[src/pkg/cmp_pkg.sv]
// shared constants, register map and carrier types of the complementary pwm block
package cmp_pkg;

  // ---------------------------------------------------------------------------
  // structure
  // ---------------------------------------------------------------------------
  localparam int CMP_CNT_W     = 16;
  localparam int CMP_NUM_LEGS  = 3;
  localparam int CMP_NUM_SIDES = 6;
  localparam int CMP_NUM_CH    = 8;
  localparam int CMP_ADDR_W    = 12;

  // channel bit positions in start, stop and running words
  localparam int CMP_CH_MASTER = 0;
  localparam int CMP_CH_THIN   = 1;
  localparam int CMP_CH_LEG0   = 2;

  // ---------------------------------------------------------------------------
  // register byte offsets
  // ---------------------------------------------------------------------------
  localparam logic [CMP_ADDR_W-1:0] CMP_OFS_START   = 12'h000;
  localparam logic [CMP_ADDR_W-1:0] CMP_OFS_STOP    = 12'h004;
  localparam logic [CMP_ADDR_W-1:0] CMP_OFS_RUNNING = 12'h008;
  localparam logic [CMP_ADDR_W-1:0] CMP_OFS_PERIOD  = 12'h00C;
  localparam logic [CMP_ADDR_W-1:0] CMP_OFS_THIN    = 12'h010;
  localparam logic [CMP_ADDR_W-1:0] CMP_OFS_DUTY0   = 12'h014;
  localparam logic [CMP_ADDR_W-1:0] CMP_OFS_DUTY1   = 12'h018;
  localparam logic [CMP_ADDR_W-1:0] CMP_OFS_DUTY2   = 12'h01C;
  localparam logic [CMP_ADDR_W-1:0] CMP_OFS_DEAD0   = 12'h020;
  localparam logic [CMP_ADDR_W-1:0] CMP_OFS_DEAD1   = 12'h024;
  localparam logic [CMP_ADDR_W-1:0] CMP_OFS_DEAD2   = 12'h028;
  localparam logic [CMP_ADDR_W-1:0] CMP_OFS_OUTCTL  = 12'h02C;
  localparam logic [CMP_ADDR_W-1:0] CMP_OFS_STATUS  = 12'h030;
  localparam logic [CMP_ADDR_W-1:0] CMP_OFS_MCOUNT  = 12'h034;
  localparam logic [CMP_ADDR_W-1:0] CMP_OFS_TCOUNT  = 12'h038;

  // ---------------------------------------------------------------------------
  // field positions
  // ---------------------------------------------------------------------------
  localparam int CMP_OCTL_LVL_LSB = 0;
  localparam int CMP_OCTL_MOD_LSB = 8;
  localparam int CMP_OCTL_POL_LSB = 16;
  localparam int CMP_STAT_PIN_LSB = 0;
  localparam int CMP_STAT_LVL_LSB = 8;
  localparam int CMP_STAT_UP_BIT  = 16;

  // ---------------------------------------------------------------------------
  // reset values
  // ---------------------------------------------------------------------------
  localparam int CMP_RST_PERIOD = 255;
  localparam int CMP_RST_THIN   = 1;
  localparam int CMP_RST_DUTY   = 0;
  localparam int CMP_RST_DEAD   = 0;

  // ---------------------------------------------------------------------------
  // types
  // ---------------------------------------------------------------------------
  typedef enum logic [1:0] {
    CMP_PH_UP   = 2'b01,
    CMP_PH_DOWN = 2'b10
  } cmp_phase_t;

  typedef struct packed {
    logic                  psel;
    logic                  penable;
    logic                  pwrite;
    logic [CMP_ADDR_W-1:0] paddr;
    logic [31:0]           pwdata;
  } cmp_apb_req_t;

  typedef struct packed {
    logic        pready;
    logic [31:0] prdata;
    logic        pslverr;
  } cmp_apb_rsp_t;

  typedef struct packed {
    logic duty_start;
    logic dead_start;
    logic duty_stop;
    logic dead_stop;
    logic period_event;
    logic up_phase;
  } cmp_leg_ctl_t;

  typedef struct packed {
    logic duty_running;
    logic dead_running;
    logic duty_event;
    logic dead_event;
    logic duty_active;
    logic partner_active;
  } cmp_leg_out_t;

  // true for every offset that the slave answers
  function automatic logic cmp_addr_ok(input logic [CMP_ADDR_W-1:0] addr);
    cmp_addr_ok = (addr[1:0] == 2'h0) && (addr <= CMP_OFS_TCOUNT);
  endfunction : cmp_addr_ok

endpackage : cmp_pkg

[src/rtl/cmp_rst_sync.sv]
// two-stage synchroniser that releases the active-low reset on the clock
`timescale 1ns/1ps
`default_nettype none
module cmp_rst_sync (
  input  wire logic clock,
  input  wire logic resetn,
  output logic      resetn_sync
);
  import cmp_pkg::*;

  typedef struct packed {
    logic [1:0] stage;
  } cmp_sync_state_t;

  cmp_sync_state_t st;
  cmp_sync_state_t next_st;

  // shift a one in; assertion is immediate, release takes two edges
  always_comb begin
    next_st = st;
    next_st.stage = {st.stage[0], 1'b1};
  end

  always_ff @(posedge clock or negedge resetn) begin
    if (!resetn) begin
      st <= '0;
    end else begin
      st <= next_st;
    end
  end

  assign resetn_sync = st.stage[1];

endmodule : cmp_rst_sync
`default_nettype wire

[src/rtl/cmp_leg.sv]
// one phase leg: up/down duty channel plus one-count dead-time channel
`timescale 1ns/1ps
`default_nettype none
module cmp_leg #(
  parameter int CNT_W = cmp_pkg::CMP_CNT_W
) (
  input  wire logic                 clock,
  input  wire logic                 resetn,
  input  wire cmp_pkg::cmp_leg_ctl_t ctl,
  input  wire logic [CNT_W-1:0]     period_value,
  input  wire logic [CNT_W-1:0]     duty_value,
  input  wire logic [CNT_W-1:0]     deadtime_value,
  output cmp_pkg::cmp_leg_out_t     leg_out
);
  import cmp_pkg::*;

  typedef struct packed {
    logic             duty_run;
    logic             dead_run;
    logic             counting;
    logic             hit_done;
    logic [CNT_W-1:0] duty_counter;
    logic             raw;
    logic             dead_busy;
    logic [CNT_W-1:0] deadtime_counter;
  } cmp_leg_state_t;

  cmp_leg_state_t st;
  cmp_leg_state_t next_st;
  logic           duty_hit;
  logic           dead_end;

  // one crossing per half period; hit_done stops repeats while saturated
  assign duty_hit = st.counting & ~st.hit_done & (st.duty_counter == duty_value) &
                    (duty_value != '0);
  assign dead_end = st.dead_busy & (st.deadtime_counter <= CNT_W'(1));

  // duty counter, output toggle and dead-time count
  always_comb begin
    next_st = st;
    if (ctl.duty_start) begin
      next_st.duty_run = 1'b1;
      next_st.counting = 1'b0;
    end
    if (ctl.dead_start) begin
      next_st.dead_run = 1'b1;
    end
    if (st.duty_run & ctl.period_event) begin
      next_st.counting     = 1'b1;
      next_st.hit_done     = 1'b0;
      next_st.duty_counter = ctl.up_phase ? '0 : period_value;
      if (!st.counting) begin
        next_st.raw = 1'b1;
      end
    end else if (st.counting) begin
      if (ctl.up_phase && st.duty_counter < period_value) begin
        next_st.duty_counter = st.duty_counter + CNT_W'(1);
      end else if (!ctl.up_phase && st.duty_counter != '0) begin
        next_st.duty_counter = st.duty_counter - CNT_W'(1);
      end
    end
    if (duty_hit) begin
      next_st.raw      = ~st.raw;
      next_st.hit_done = 1'b1;
    end
    // one-count mode: each duty event loads and runs the dead time once
    if (duty_hit && st.dead_run && deadtime_value != '0) begin
      next_st.dead_busy        = 1'b1;
      next_st.deadtime_counter = deadtime_value;
    end else if (st.dead_busy) begin
      if (dead_end) begin
        next_st.dead_busy = 1'b0;
      end else begin
        next_st.deadtime_counter = st.deadtime_counter - CNT_W'(1);
      end
    end
    if (ctl.duty_stop) begin
      next_st.duty_run = 1'b0;
      next_st.counting = 1'b0;
    end
    if (ctl.dead_stop) begin
      next_st.dead_run  = 1'b0;
      next_st.dead_busy = 1'b0;
    end
  end

  always_ff @(posedge clock or negedge resetn) begin
    if (!resetn) begin
      st <= '0;
    end else begin
      st <= next_st;
    end
  end

  // both sides idle while the dead time runs, so a leg never shoots through
  assign leg_out = '{
    duty_running:   st.duty_run,
    dead_running:   st.dead_run,
    duty_event:     duty_hit,
    dead_event:     dead_end,
    duty_active:    st.counting & st.raw & ~st.dead_busy,
    partner_active: st.counting & ~st.raw & ~st.dead_busy
  };

endmodule : cmp_leg
`default_nettype wire

[src/rtl/cmp_top.sv]
// top of the complementary modulation pwm block with its apb register file
//
// The register addresses and register access over APB were chosen for this implementation.
`timescale 1ns/1ps
`default_nettype none

// Summary of operation
// - channel 0 period, even duty, odd dead time
// - master counts interval, event every period
// - channel 1 thins period events into trigger
// - duty channels count up and down
// - dead-time channels run one count
// - count events toggle pins, six phases
// - modulation on: pwm phase picked by level and polarity
// - modulation off: pin shows stored level
// - channels two-three, four-five, six-seven pair
// - level1/pol0 duty, level0/pol1 partner: complementary
// - reversed settings swap the two phases
// - cleared level falls at next trigger
// - start bits written together, self-clearing
// - master start raises event, starting slaves
module cmp_top #(
  parameter int CNT_W = cmp_pkg::CMP_CNT_W
) (
  input  wire logic                   clock,
  input  wire logic                   resetn,
  input  wire cmp_pkg::cmp_apb_req_t  apb_req,
  output cmp_pkg::cmp_apb_rsp_t       apb_rsp,
  output logic [2:0]                  duty_side_pin,
  output logic [2:0]                  deadtime_side_pin,
  output logic                        period_event,
  output logic                        rt_trigger_event,
  output logic [2:0]                  duty_count_event,
  output logic [2:0]                  deadtime_count_event
);
  import cmp_pkg::*;

  // ---------------------------------------------------------------------------
  // elaboration checks
  // ---------------------------------------------------------------------------
  // counters are read back in the low bits of a 32-bit word
  if (CNT_W < 2 || CNT_W > 24) begin : g_bad_width
    $error("cmp_top: CNT_W must lie between 2 and 24");
  end

  // ---------------------------------------------------------------------------
  // state
  // ---------------------------------------------------------------------------
  typedef struct packed {
    logic                                master_run;
    logic                                thin_run;
    logic [CNT_W-1:0]                    master_counter;
    cmp_phase_t                          phase;
    logic                                period_ev;
    logic [CNT_W-1:0]                    thin_counter;
    logic                                rt_ev;
    logic [CNT_W-1:0]                    master_period_value;
    logic [CNT_W-1:0]                    thin_value;
    logic [CMP_NUM_LEGS-1:0][CNT_W-1:0]  duty_value;
    logic [CMP_NUM_LEGS-1:0][CNT_W-1:0]  deadtime_value;
    logic [CMP_NUM_SIDES-1:0]            level_shadow;
    logic [CMP_NUM_SIDES-1:0]            level_active;
    logic [CMP_NUM_SIDES-1:0]            mod_enable;
    logic [CMP_NUM_SIDES-1:0]            polarity;
    logic [CMP_NUM_SIDES-1:0]            pins;
    logic [31:0]                         prdata;
  } cmp_top_state_t;

  cmp_top_state_t                    st;
  cmp_top_state_t                    next_st;
  logic                              resetn_sync;
  logic                              wr_en;
  logic                              rd_setup;
  logic [CMP_NUM_CH-1:0]             start_vec;
  logic [CMP_NUM_CH-1:0]             stop_vec;
  logic [CMP_NUM_CH-1:0]             running_vec;
  logic [CNT_W-1:0]                  thin_load;
  cmp_leg_ctl_t [CMP_NUM_LEGS-1:0]   leg_ctl;
  cmp_leg_out_t [CMP_NUM_LEGS-1:0]   leg_out;

  // ---------------------------------------------------------------------------
  // reset release
  // ---------------------------------------------------------------------------
  cmp_rst_sync u_rst_sync (
    .clock       (clock),
    .resetn      (resetn),
    .resetn_sync (resetn_sync)
  );

  // ---------------------------------------------------------------------------
  // bus decode
  // ---------------------------------------------------------------------------
  // writes land on the access edge; reads are fetched in the setup cycle
  assign wr_en    = apb_req.psel & apb_req.penable & apb_req.pwrite;
  assign rd_setup = apb_req.psel & ~apb_req.penable & ~apb_req.pwrite;

  // start bits are never stored, so they read back zero: a one-shot trigger
  // a start aimed at a running channel is dropped to keep its count intact
  assign start_vec = (wr_en && apb_req.paddr == CMP_OFS_START) ?
                     (apb_req.pwdata[CMP_NUM_CH-1:0] & ~running_vec) :
                     '0;
  assign stop_vec  = (wr_en && apb_req.paddr == CMP_OFS_STOP) ?
                     apb_req.pwdata[CMP_NUM_CH-1:0] : '0;

  // zero thinning would never fire; treat it as every period
  assign thin_load = (st.thin_value == '0) ? CNT_W'(1) : st.thin_value;

  // zero-wait slave; unmapped or unaligned offsets answer with an error
  assign apb_rsp = '{
    pready:  1'b1,
    prdata:  st.prdata,
    pslverr: apb_req.psel & apb_req.penable & ~cmp_addr_ok(apb_req.paddr)
  };

  assign running_vec[CMP_CH_MASTER] = st.master_run;
  assign running_vec[CMP_CH_THIN]   = st.thin_run;

  // ---------------------------------------------------------------------------
  // phase legs
  // ---------------------------------------------------------------------------
  for (genvar k = 0; k < CMP_NUM_LEGS; k++) begin : g_leg
    // even channel counts the duty, the odd one beside it the dead time
    assign leg_ctl[k] = '{
      duty_start:   start_vec[CMP_CH_LEG0 + 2*k],
      dead_start:   start_vec[CMP_CH_LEG0 + 2*k + 1],
      duty_stop:    stop_vec[CMP_CH_LEG0 + 2*k],
      dead_stop:    stop_vec[CMP_CH_LEG0 + 2*k + 1],
      period_event: st.period_ev,
      up_phase:     (st.phase == CMP_PH_UP)
    };

    cmp_leg #(
      .CNT_W (CNT_W)
    ) u_leg (
      .clock          (clock),
      .resetn         (resetn_sync),
      .ctl            (leg_ctl[k]),
      .period_value   (st.master_period_value),
      .duty_value     (st.duty_value[k]),
      .deadtime_value (st.deadtime_value[k]),
      .leg_out        (leg_out[k])
    );

    assign running_vec[CMP_CH_LEG0 + 2*k]     = leg_out[k].duty_running;
    assign running_vec[CMP_CH_LEG0 + 2*k + 1] = leg_out[k].dead_running;
    assign duty_side_pin[k]                   = st.pins[2*k];
    assign deadtime_side_pin[k]               = st.pins[2*k + 1];
    assign duty_count_event[k]                = leg_out[k].duty_event;
    assign deadtime_count_event[k]            = leg_out[k].dead_event;
  end

  assign period_event     = st.period_ev;
  assign rt_trigger_event = st.rt_ev;

  // ---------------------------------------------------------------------------
  // next state
  // ---------------------------------------------------------------------------
  always_comb begin
    logic [31:0] rd_word;
    logic        pos;
    logic        rev;
    rd_word = '0;
    pos     = 1'b0;
    rev     = 1'b0;
    next_st = st;

    // master: interval count down, event on start and on every wrap
    next_st.period_ev = 1'b0;
    if (start_vec[CMP_CH_MASTER]) begin
      next_st.master_run     = 1'b1;
      next_st.master_counter = st.master_period_value;
      next_st.phase          = CMP_PH_UP;
      next_st.period_ev      = 1'b1;
    end else if (st.master_run) begin
      if (st.master_counter == '0) begin
        next_st.master_counter = st.master_period_value;
        next_st.period_ev      = 1'b1;
        next_st.phase          = (st.phase == CMP_PH_UP) ? CMP_PH_DOWN : CMP_PH_UP;
      end else begin
        next_st.master_counter = st.master_counter - CNT_W'(1);
      end
    end
    if (stop_vec[CMP_CH_MASTER]) begin
      next_st.master_run = 1'b0;
    end

    // channel 1: event counter over period events, reloads on each trigger
    next_st.rt_ev = 1'b0;
    if (start_vec[CMP_CH_THIN]) begin
      next_st.thin_run     = 1'b1;
      next_st.thin_counter = thin_load;
    end else if (st.thin_run && st.period_ev) begin
      if (st.thin_counter <= CNT_W'(1)) begin
        next_st.rt_ev        = 1'b1;
        next_st.thin_counter = thin_load;
      end else begin
        next_st.thin_counter = st.thin_counter - CNT_W'(1);
      end
    end
    if (stop_vec[CMP_CH_THIN]) begin
      next_st.thin_run = 1'b0;
    end

    // written levels take effect only at the trigger, so pins stay put
    if (st.rt_ev) begin
      next_st.level_active = st.level_shadow;
    end

    // pin choice per side: pwm phase picked by level and polarity, or the stored level with modulation off
    for (int s = 0; s < CMP_NUM_SIDES; s++) begin
      pos = leg_out[s/2].duty_active;
      rev = leg_out[s/2].partner_active;
      if (st.mod_enable[s]) begin
        // level 1 gives positive phase, level 0 with polarity 1 reverse
        next_st.pins[s] = st.level_active[s] ? pos : (st.polarity[s] & rev);
      end else begin
        next_st.pins[s] = st.level_active[s];
      end
    end

    // register writes
    if (wr_en) begin
      unique case (apb_req.paddr)
        CMP_OFS_PERIOD: next_st.master_period_value = apb_req.pwdata[CNT_W-1:0];
        CMP_OFS_THIN:   next_st.thin_value          = apb_req.pwdata[CNT_W-1:0];
        CMP_OFS_DUTY0:  next_st.duty_value[0]       = apb_req.pwdata[CNT_W-1:0];
        CMP_OFS_DUTY1:  next_st.duty_value[1]       = apb_req.pwdata[CNT_W-1:0];
        CMP_OFS_DUTY2:  next_st.duty_value[2]       = apb_req.pwdata[CNT_W-1:0];
        CMP_OFS_DEAD0:  next_st.deadtime_value[0]   = apb_req.pwdata[CNT_W-1:0];
        CMP_OFS_DEAD1:  next_st.deadtime_value[1]   = apb_req.pwdata[CNT_W-1:0];
        CMP_OFS_DEAD2:  next_st.deadtime_value[2]   = apb_req.pwdata[CNT_W-1:0];
        CMP_OFS_OUTCTL: begin
          next_st.level_shadow = apb_req.pwdata[CMP_OCTL_LVL_LSB +: CMP_NUM_SIDES];
          next_st.mod_enable   = apb_req.pwdata[CMP_OCTL_MOD_LSB +: CMP_NUM_SIDES];
          next_st.polarity     = apb_req.pwdata[CMP_OCTL_POL_LSB +: CMP_NUM_SIDES];
        end
        default: ;
      endcase
    end

    // read mux, sampled in the setup cycle and held for the access edge
    unique case (apb_req.paddr)
      CMP_OFS_RUNNING: rd_word[CMP_NUM_CH-1:0] = running_vec;
      CMP_OFS_PERIOD:  rd_word[CNT_W-1:0]      = st.master_period_value;
      CMP_OFS_THIN:    rd_word[CNT_W-1:0]      = st.thin_value;
      CMP_OFS_DUTY0:   rd_word[CNT_W-1:0]      = st.duty_value[0];
      CMP_OFS_DUTY1:   rd_word[CNT_W-1:0]      = st.duty_value[1];
      CMP_OFS_DUTY2:   rd_word[CNT_W-1:0]      = st.duty_value[2];
      CMP_OFS_DEAD0:   rd_word[CNT_W-1:0]      = st.deadtime_value[0];
      CMP_OFS_DEAD1:   rd_word[CNT_W-1:0]      = st.deadtime_value[1];
      CMP_OFS_DEAD2:   rd_word[CNT_W-1:0]      = st.deadtime_value[2];
      CMP_OFS_OUTCTL: begin
        rd_word[CMP_OCTL_LVL_LSB +: CMP_NUM_SIDES] = st.level_shadow;
        rd_word[CMP_OCTL_MOD_LSB +: CMP_NUM_SIDES] = st.mod_enable;
        rd_word[CMP_OCTL_POL_LSB +: CMP_NUM_SIDES] = st.polarity;
      end
      CMP_OFS_STATUS: begin
        rd_word[CMP_STAT_PIN_LSB +: CMP_NUM_SIDES] = st.pins;
        rd_word[CMP_STAT_LVL_LSB +: CMP_NUM_SIDES] = st.level_active;
        rd_word[CMP_STAT_UP_BIT]                   = (st.phase == CMP_PH_UP);
      end
      CMP_OFS_MCOUNT:  rd_word[CNT_W-1:0]      = st.master_counter;
      CMP_OFS_TCOUNT:  rd_word[CNT_W-1:0]      = st.thin_counter;
      default:         rd_word                 = '0;
    endcase
    if (rd_setup) begin
      next_st.prdata = rd_word;
    end
  end

  // ---------------------------------------------------------------------------
  // registers
  // ---------------------------------------------------------------------------
  always_ff @(posedge clock or negedge resetn_sync) begin
    if (!resetn_sync) begin
      st                     <= '0;
      st.phase               <= CMP_PH_UP;
      st.master_period_value <= CNT_W'(CMP_RST_PERIOD);
      st.thin_value          <= CNT_W'(CMP_RST_THIN);
      st.duty_value          <= {CMP_NUM_LEGS{CNT_W'(CMP_RST_DUTY)}};
      st.deadtime_value      <= {CMP_NUM_LEGS{CNT_W'(CMP_RST_DEAD)}};
    end else begin
      st <= next_st;
    end
  end

endmodule : cmp_top
`default_nettype wire

[config.mk]
export PLATFORM = sky130hd
export DESIGN_NAME = cmp_top
export DESIGN_NICKNAME = d
export VERILOG_FILES = /design/src/pkg/cmp_pkg.sv /design/src/rtl/cmp_rst_sync.sv /design/src/rtl/cmp_leg.sv /design/src/rtl/cmp_top.sv
export SDC_FILE = /design/constraint.sdc
export NUM_CORES = 1
export LEC_CHECK = 0
export ABC_AREA = 1
export BUFFER_PORTS_ARGS = -buffer_cell sky130_fd_sc_hd__buf_2
export CAP_MARGIN = 20
export CORE_MARGIN = 8
export CORE_UTILIZATION = 46
export DETAILED_ROUTE_END_ITERATION = 8
export GPL_ROUTABILITY_DRIVEN = 1
export PLACE_DENSITY = 0.76
export SYNTH_ARGS = -nofsm -noshare
export SYNTH_HDL_FRONTEND = slang
export SYNTH_SLANG_ARGS = --single-unit
export TNS_END_PERCENT = 5
[constraint.sdc]
create_clock -name clock -period 8.99 [get_ports clock]
set_input_delay 1.798 -clock clock [delete_from_list [all_inputs] [get_ports clock]]
set_output_delay 1.798 -clock clock [all_outputs]
set_load 0.03 [all_outputs]
-- After elaboration in Yosys (flattened, before gate mapping)
Index checks and enable logic that the tools add are counted.
- register bits after elaboration: 334
- bits of input ports: 49
- word-level logic and storage cells: 312
- add/sub/neg operators: 11
- magnitude comparators: 8
- eq/ne operators: 24
- muxes and demuxes: 96
- bitwise operators: 52
- reductions and logical operators: 75
- operator list (cell ; count):
    $mux 16 ; 20
    $reduce_bool 16->1 ; 9
    $sub 16x1->16 const B ; 8
    $mux 17 ; 7
    $eq 12x6->1 const B ; 7
    $pmux 6 s13 ; 1
    $pmux 6 s12 ; 1
    $le 16x1->1 const B ; 4
    $mux 1 ; 54
    $add 16x1->16 const B ; 3
    $eq 12x5->1 const B ; 4
    $eq 16x16->1 ; 3
    $lt 16x16->1 ; 3
    $reduce_bool 2->1 ; 20
    $and 1x1->1 ; 38
    $mux 19 ; 2
    $reduce_and 2->1 ; 19
    $logic_not 16->1 ; 2
    $eq 12x4->1 const B ; 2
    $pmux 2 s11 ; 1
    $pmux 2 s10 ; 1
    $reduce_bool 3->1 ; 6
    $logic_and 1x1->1 ; 16
    $mux 8 ; 2
    14 further kinds ; 33

-- Logic depth before layout (Yosys ltp)
Gate-level depths: netlist of run 1.
- word-level depth: 8
- mapped depth: 23
- gate-level depth less buffers: 23

-- Cells and area by module
From an unflattened synthesis of run 1, not the netlist that was laid out.
- cells, all modules: 3353
- area, all modules: 23478.8 µm²
- by module, submodules not included (module ; instances ; cells each ; area each (µm²) ; sequential area each (µm²)):
    cmp_top ; 1 ; 1536 ; 11603.6 ; 5467.7
    cmp_leg at g_leg[0].u_leg ... ; 2 ; 616 ; 3961.3 ; 950.9
    cmp_leg at g_leg[2].u_leg ; 1 ; 582 ; 3898.7 ; 950.9
    cmp_rst_sync ; 1 ; 3 ; 53.8 ; 50.0

-- Worst setup path after synthesis of run 1
OpenSTA, ideal clock, no wires.
- path kind: input to output
- start: input apb_req[41] (netlist name)
- end: output apb_rsp[0] (netlist name)
- arrival: 3101 ps
- setup slack: 4091 ps
- stages on the path: 8
- path buffers: 2
- cell sequence: nor2_1 > nand2_2 > inv_2 > buf_4 > nand2_1 > buf_2 > nand2_1 > a21oi_1
- RTL lines (what ; line ; text):
    start: declaration ; cmp_top.sv:27 ; input wire cmp_pkg::cmp_apb_req_t apb_req,
    end: declaration ; cmp_top.sv:28 ; output cmp_pkg::cmp_apb_rsp_t apb_rsp,

==> results.sh, run 1 <==
export IMPL_grt_pass1_wl_um=117700
export IMPL_rsz0062_at_grt="no"
export IMPL_timing_final_max_slew_violations=0
export IMPL_dp_cells=3673
export IMPL_finalSetupViolations=0
export IMPL_ioPinCount=97
export IMPL_synth_largest_area_cell="dfrtp_1"
export IMPL_tightestPinTransition_ns=1.115
export IMPL_vias_per_cell=5.865
export IMPL_required_ns=7.19
export IMPL_nets=3242
export IMPL_p_per_area_mw_per_mm2=138.3
export IMPL_synth_edf_count=0
export IMPL_cts_repair_resized=0
export IMPL_htreeDepth=2
export IMPL_grt_max_degree=145
export IMPL_vias=21966
export IMPL_synthArstFlopShare_pct=100.0
export IMPL_cts_tree="yes"
export IMPL_worstReg2RegStart="st[179]"
export IMPL_crit_fanout=48
export IMPL_total_power_mw=3.344
export IMPL_rows=81
export IMPL_path_class="input port to primary output"
export IMPL_cp_arrival_ns=4.10
export IMPL_grt_usage_pct=26.59
export IMPL_nFillCells=4762
export IMPL_critPathCaptureType="primary output"
export IMPL_gp_congestion=1.019
export IMPL_tns_ns=0
export IMPL_drt_pass1_iterations=6
export IMPL_clk_pin_slew_ns=0.06
export IMPL_dp_hpwl_um=56380
export IMPL_final_hold_viol_count=0
export IMPL_yosysMostFrequentCell="nand2_1"
export IMPL_synth_warning_count=0
export IMPL_hold_path_class="flop to flop"
export IMPL_core_area_mm2=0.04844
export IMPL_clk_latency_ns=0.58
export IMPL_cp_start_kind="input port"
export IMPL_drt_total_wl_um=76470
export IMPL_design_area_mm2=0.02418
export IMPL_layout_cells_non_filler=3745
export IMPL_routedWlPerCell_um=20.42
export IMPL_min_period_ns=5.895
export IMPL_ys_seq_area_share_pct=37.40
export IMPL_drv_cap=0
export IMPL_antenna_found_initial=4
export IMPL_synth_area_per_cell_um2=7.224
export IMPL_port_buffer_count=75
export IMPL_holdPathStages=0
export IMPL_synth_cells=3098
export IMPL_outcome="completed"
export IMPL_p_leak_nw=11.40
export IMPL_die_w_um=236.6
export IMPL_slew_headroom_pct=24.99
export IMPL_holdPathEnd="u_rst_sync.st[1]"
export IMPL_place_area_mm2=0.02286
export IMPL_fin_hold_ws_ns=0.3465
export IMPL_min_from="u_rst_sync.st[0]"
export IMPL_area_delta_synth_final_pct=8.056
export IMPL_fmax_mhz=169.6
export IMPL_grt_pass1_vias=20166
export IMPL_die_area_mm2=0.05596
export IMPL_root_buffer="clkbuf_16"
export IMPL_numCtsBuffers=39
export IMPL_dieHeight_um=236.6
export IMPL_cts_buffer_depth=3
export IMPL_cts_hold_buf=0
export IMPL_initial_core_util_pct=46.20
export IMPL_antenna_left=0
export IMPL_worstRegToRegCells=19
export IMPL_ys_ff_latch=334
export IMPL_yosysTopAreaCellShare_pct=36.23
export IMPL_setup_slack_ns=3.095
export IMPL_synthTopCellsByCount="721 x nand2_1, 346 x inv_1, 324 x dfrtp_1"
export IMPL_finClkSkew_ns=0.02995
export IMPL_fin_util_pct=49.92
export IMPL_dominantRegCellSynth="dfrtp_1"
export IMPL_dp_worst_setup_slack_ns=3.148
export IMPL_ir_drop_mv=0.1048
export IMPL_cts_sinks=334
export IMPL_postCtsSetupBuffers=0
export IMPL_synth_area_mm2=0.02238
export IMPL_yosys_top_cells_area="dfrtp_1 36%, nand2_1 12%, nand3_1 6.1%"
export IMPL_overflow=0
export IMPL_drt_iter0_drc=2625
export IMPL_timing_final_crit_share_pct=65.58
export IMPL_r2r_end="g_leg[0].u_leg.st[29]"
export IMPL_drive_gt1_share_pct=7.848
export IMPL_regToRegSetupSlack_ns=4.68
export IMPL_ys_types=58
export IMPL_drc=0
worst max-delay path, stage by stage:
cell and delay [ns]:
buf_2 0.14, nor2_1 0.13, nand2_2 0.20, inv_2 0.65
nand2_1 0.65, nand2_1 0.24, a21oi_1 0.08, buf_2 0.18
layout make-up:
cell class	count	area, um^2	share of cell area [%]
Clock buffer	56	1150	4.755
Antenna cell	1	2.502	0.01035
Inverter	377	1415	5.852
Clock inverter	14	156.4	0.6468
Multi-Input combinational cell	2256	11830	48.91
Sequential cell	334	8374	34.63
Tap cell	622	778.2	3.218
Timing Repair Buffer	85	478.0	1.977
routing by layer:
metal	up-vias	track usage (%)	part of all wire, %
met5	-	0	0.014
met4	2	13.87	6.0
met3	243	6.068	11
met2	1138	39.90	43
met1	10251	35.54	41
li1	10332	-	-
cell usage in the layout, fill, tap and decap left out, drive strengths merged, types with 82 or more instances in the layout:
master,instances
inv,374
ha,97
dfrtp,324
nand2,734
nand4,82
nand3,281
nor2,277
o21ai,311
buf,85
a21oi,105
where the power goes:
part | internal, mW | leakage (nW) | total [mW] | switching (mW)
combinational | 0.0404 | 6.57 | 0.162 | 0.122
clock | 0.954 | 0.634 | 1.63 | 0.677
sequential | 1.52 | 4.19 | 1.55 | 0.0282
logic make-up after synthesis:
family | Yosys count | share of synthesized area (%)
adders and majority gates | 100 | 5.692
xor gates and xnor gates | 66 | 2.583
DFF | 334 | 37.40
other | 2 | 0.03356
and+or+nand+nor | 1505 | 30.05
buffers and inverters | 518 | 9.913
AOI/OAI and AO/OA | 573 | 14.33
how the worst max path moves through the flow:
stage / start / cells past startpoint / slack [ns] / endpoint
floorplan: u_rst_sync.st[1] / 0 / 3.54 / apb_rsp[10]
CTS: apb_req[43] / 8 / 3.14 / apb_rsp[0]
global placement: apb_req[43] / 8 / 3.15 / apb_rsp[0]
finish: apb_req[43] / 8 / 3.09 / apb_rsp[0]
detailed placement: apb_req[43] / 8 / 3.15 / apb_rsp[0]
global route: apb_req[43] / 8 / 2.95 / apb_rsp[0]
sequential cells by signal, summed over array words and instances, names as in the netlist, 2 cells and up:
name / cells
duty_side_pin: 3
u_rst_sync.st: 2
apb_rsp: 22
st: 186
deadtime_side_pin: 3
g_leg.u_leg.st: 108
g_leg.u_leg.leg_out: 6
running_vec: 2
No activity file was read; power rests on OpenSTA's default activity.
==> run 2: changes to the inputs <==
==> constraint.sdc (replaced) <==
create_clock -name clock -period 5.37 [get_ports clock]
set_input_delay 1.074 -clock clock [delete_from_list [all_inputs] [get_ports clock]]
set_output_delay 1.074 -clock clock [all_outputs]
set_load 0.03 [all_outputs]
==> run 2 against run 1 <==
Against the previous run:
- worst hold slack worse by 0.062 ns
- combinational power grew 72%
- power grew 67%
- routed wire length shrank 0.82%
- final cell count hardly changed
- via count increased by 0.89%
- clock skew decreased by 0.011 ns
- critical path depth increased by 11
- sequential share of layout area barely moved
- first-iteration DRC count is 9.6% higher
- worst setup slack worse by 1.9 ns
- critical endpoint is now g_leg[0].u_leg.st[29]
- highest routed layer is now met4
==> results.sh, run 2 (synthesis gave the netlist of run 1 again) <==
export IMPL_ioPinCount=97
export IMPL_path_class="flop to flop"
export IMPL_p_per_area_mw_per_mm2=230.9
export IMPL_final_common_cell="nand2_1"
export IMPL_critPathCaptureType="flop"
export IMPL_fmax_mhz=242.4
export IMPL_grt_pass1_vias=20546
export IMPL_finClkSkew_ns=0.01859
export IMPL_worstSetupStartpoint="st[179]"
export IMPL_clk_pin_slew_ns=0.06
export IMPL_largest_reg_flops=186
export IMPL_drc=0
export IMPL_min_period_ns=4.126
export IMPL_nets=3243
export IMPL_vias=22161
export IMPL_timing_final_crit_share_pct=76.83
export IMPL_routedWlPerCell_um=20.24
export IMPL_fin_hold_ws_ns=0.2843
export IMPL_dp_worst_setup_slack_ns=1.329
export IMPL_drt_pass1_iterations=6
export IMPL_overflow=0
export IMPL_port_buffer_count=75
export IMPL_cp_start_kind="flop"
export IMPL_numCtsBuffers=38
export IMPL_htreeDepth=2
export IMPL_antenna_left=0
export IMPL_cts_hold_buf=0
export IMPL_seq_power_share_pct=46.5
export IMPL_tightestPinTransition_ns=1.070
export IMPL_rows=81
export IMPL_vias_per_cell=5.914
export IMPL_die_w_um=236.6
export IMPL_grt_pass1_wl_um=117500
export IMPL_hold_path_class="input port to asynchronous set/reset pin"
export IMPL_drv_cap=0
export IMPL_dieHeight_um=236.6
export IMPL_core_area_mm2=0.04844
export IMPL_required_ns=5.81
export IMPL_fin_util_pct=49.94
export IMPL_gp_congestion=1.023
export IMPL_p_leak_nw=11.43
export IMPL_initial_core_util_pct=46.20
export IMPL_crit_fanout=17
export IMPL_place_area_mm2=0.02286
export IMPL_timing_final_max_slew_violations=0
export IMPL_tns_ns=0
export IMPL_rsz0062_at_grt="no"
export IMPL_drt_iter0_drc=2878
export IMPL_cp_arrival_ns=4.56
export IMPL_slew_headroom_pct=28.50
export IMPL_switching_share_pct=24.88
export IMPL_finalSetupViolations=0
export IMPL_clkPwrFrac_pct=48.5
export IMPL_postCtsSetupBuffers=0
export IMPL_clk_latency_ns=0.57
export IMPL_final_cell_mix="721 x nand2_1, 346 x inv_1, 323 x dfrtp_1"
export IMPL_outcome="completed"
export IMPL_regMostFlops="st"
export IMPL_grt_max_degree=121
export IMPL_cts_repair_resized=0
export IMPL_grt_usage_pct=26.39
export IMPL_root_buffer="clkbuf_16"
export IMPL_die_area_mm2=0.05596
export IMPL_cts_sinks=334
export IMPL_setup_slack_ns=1.244
export IMPL_cts_buffer_depth=3
export IMPL_antenna_found_initial=5
export IMPL_final_hold_viol_count=0
export IMPL_design_area_mm2=0.02419
export IMPL_cts_tree="yes"
export IMPL_worstReg2RegStart="st[179]"
export IMPL_dp_hpwl_um=55590
export IMPL_p_int_mw=4.198
export IMPL_drt_total_wl_um=75840
export IMPL_drive_gt1_share_pct=7.939
export IMPL_area_delta_synth_final_pct=8.113
export IMPL_power_switching_mw=1.390
export IMPL_ir_drop_mv=0.1754
export IMPL_combPwrFrac_pct=5.0
-- run 2: cell count changes in the layout (fill, tap and decap cells not counted) --
cell / delta
clkbuf_8: -1
clkinvlp_4: -2
buf_2: +1
clkbuf_1: -1
clkinv_2: +4
buf_12: +1
-- run 2: area by class of cell --
| class | instances | area (um^2) |
|---|---|---|
| clock buffer | 54 | 1132 |
| sequential | 334 | 8374 |
| timing repair buffer | 87 | 503.0 |
| tap | 622 | 778.2 |
| multi-input combinational | 2256 | 11830 |
| antenna | 1 | 2.502 |
| fill | 4688 | 24250 |
| inverter | 377 | 1415 |
| clock inverter | 16 | 161.4 |
-- run 2: power groups by stage --
stage          sequential [mW]  clock (mW)  combinational [mW]
6_report                  2.60        2.71               0.279
5_1_grt                   2.60        2.83               0.297
4_1_cts                   2.59        2.73               0.271
3_5_place_dp              2.64           0               0.269
3_3_place_gp              2.64           0               0.268
2_1_floorplan             2.65           0               0.145
-- run 2: worst paths after layout --
| path | to | slack, ns | cells past startpoint |
|---|---|---|---|
| max in group asynchronous | st[49] | 3.65 | 1 |
| worst min register to register | g_leg[0].u_leg.st[22] | 0.35 | 0 |
| min in group clock | u_rst_sync.st[1] | 0.35 | 0 |
| worst max-delay path | g_leg[0].u_leg.st[29] | 1.24 | 19 |
| worst max register to register | g_leg[0].u_leg.st[29] | 1.24 | 19 |
| worst min-delay path | u_rst_sync.st[1] | 0.28 | 1 |
-- run 2: metal layers --
metal	track usage [%]	wire length [um]	vias to the layer above
met5	0	0	-
met2	39.80	32310	1237
met3	4.941	7871	252
met1	35.27	30700	10338
met4	15.11	4951	0
li1	-	-	10334
-- run 2: metrics by stage --
step	power, mW	cells
after floorplan	2.799	3108
after global placement	2.905	3673
after detailed placement	2.909	3673
after CTS	5.598	3743
after global routing	5.722	3746
final	5.588	3747
-- run 2: critical path: stages (launching register included) --
cell,delay [ns]
dfstp_2,0.53
inv_1,0.23
ha_1,0.38
a21oi_1,0.16
nor2_1,0.05
nor3_1,0.12
nand2_1,0.10
nand2_1,0.08
nand2_1,0.42
ha_1,0.55
a21oi_1,0.21
a21boi_0,0.27
nand2_1,0.15
nand2_1,0.08
nand2_1,0.05
or2_2,0.27
nand3_1,0.06
o21ai_0,0.11
nand2_1,0.09
o21ai_1,0.06
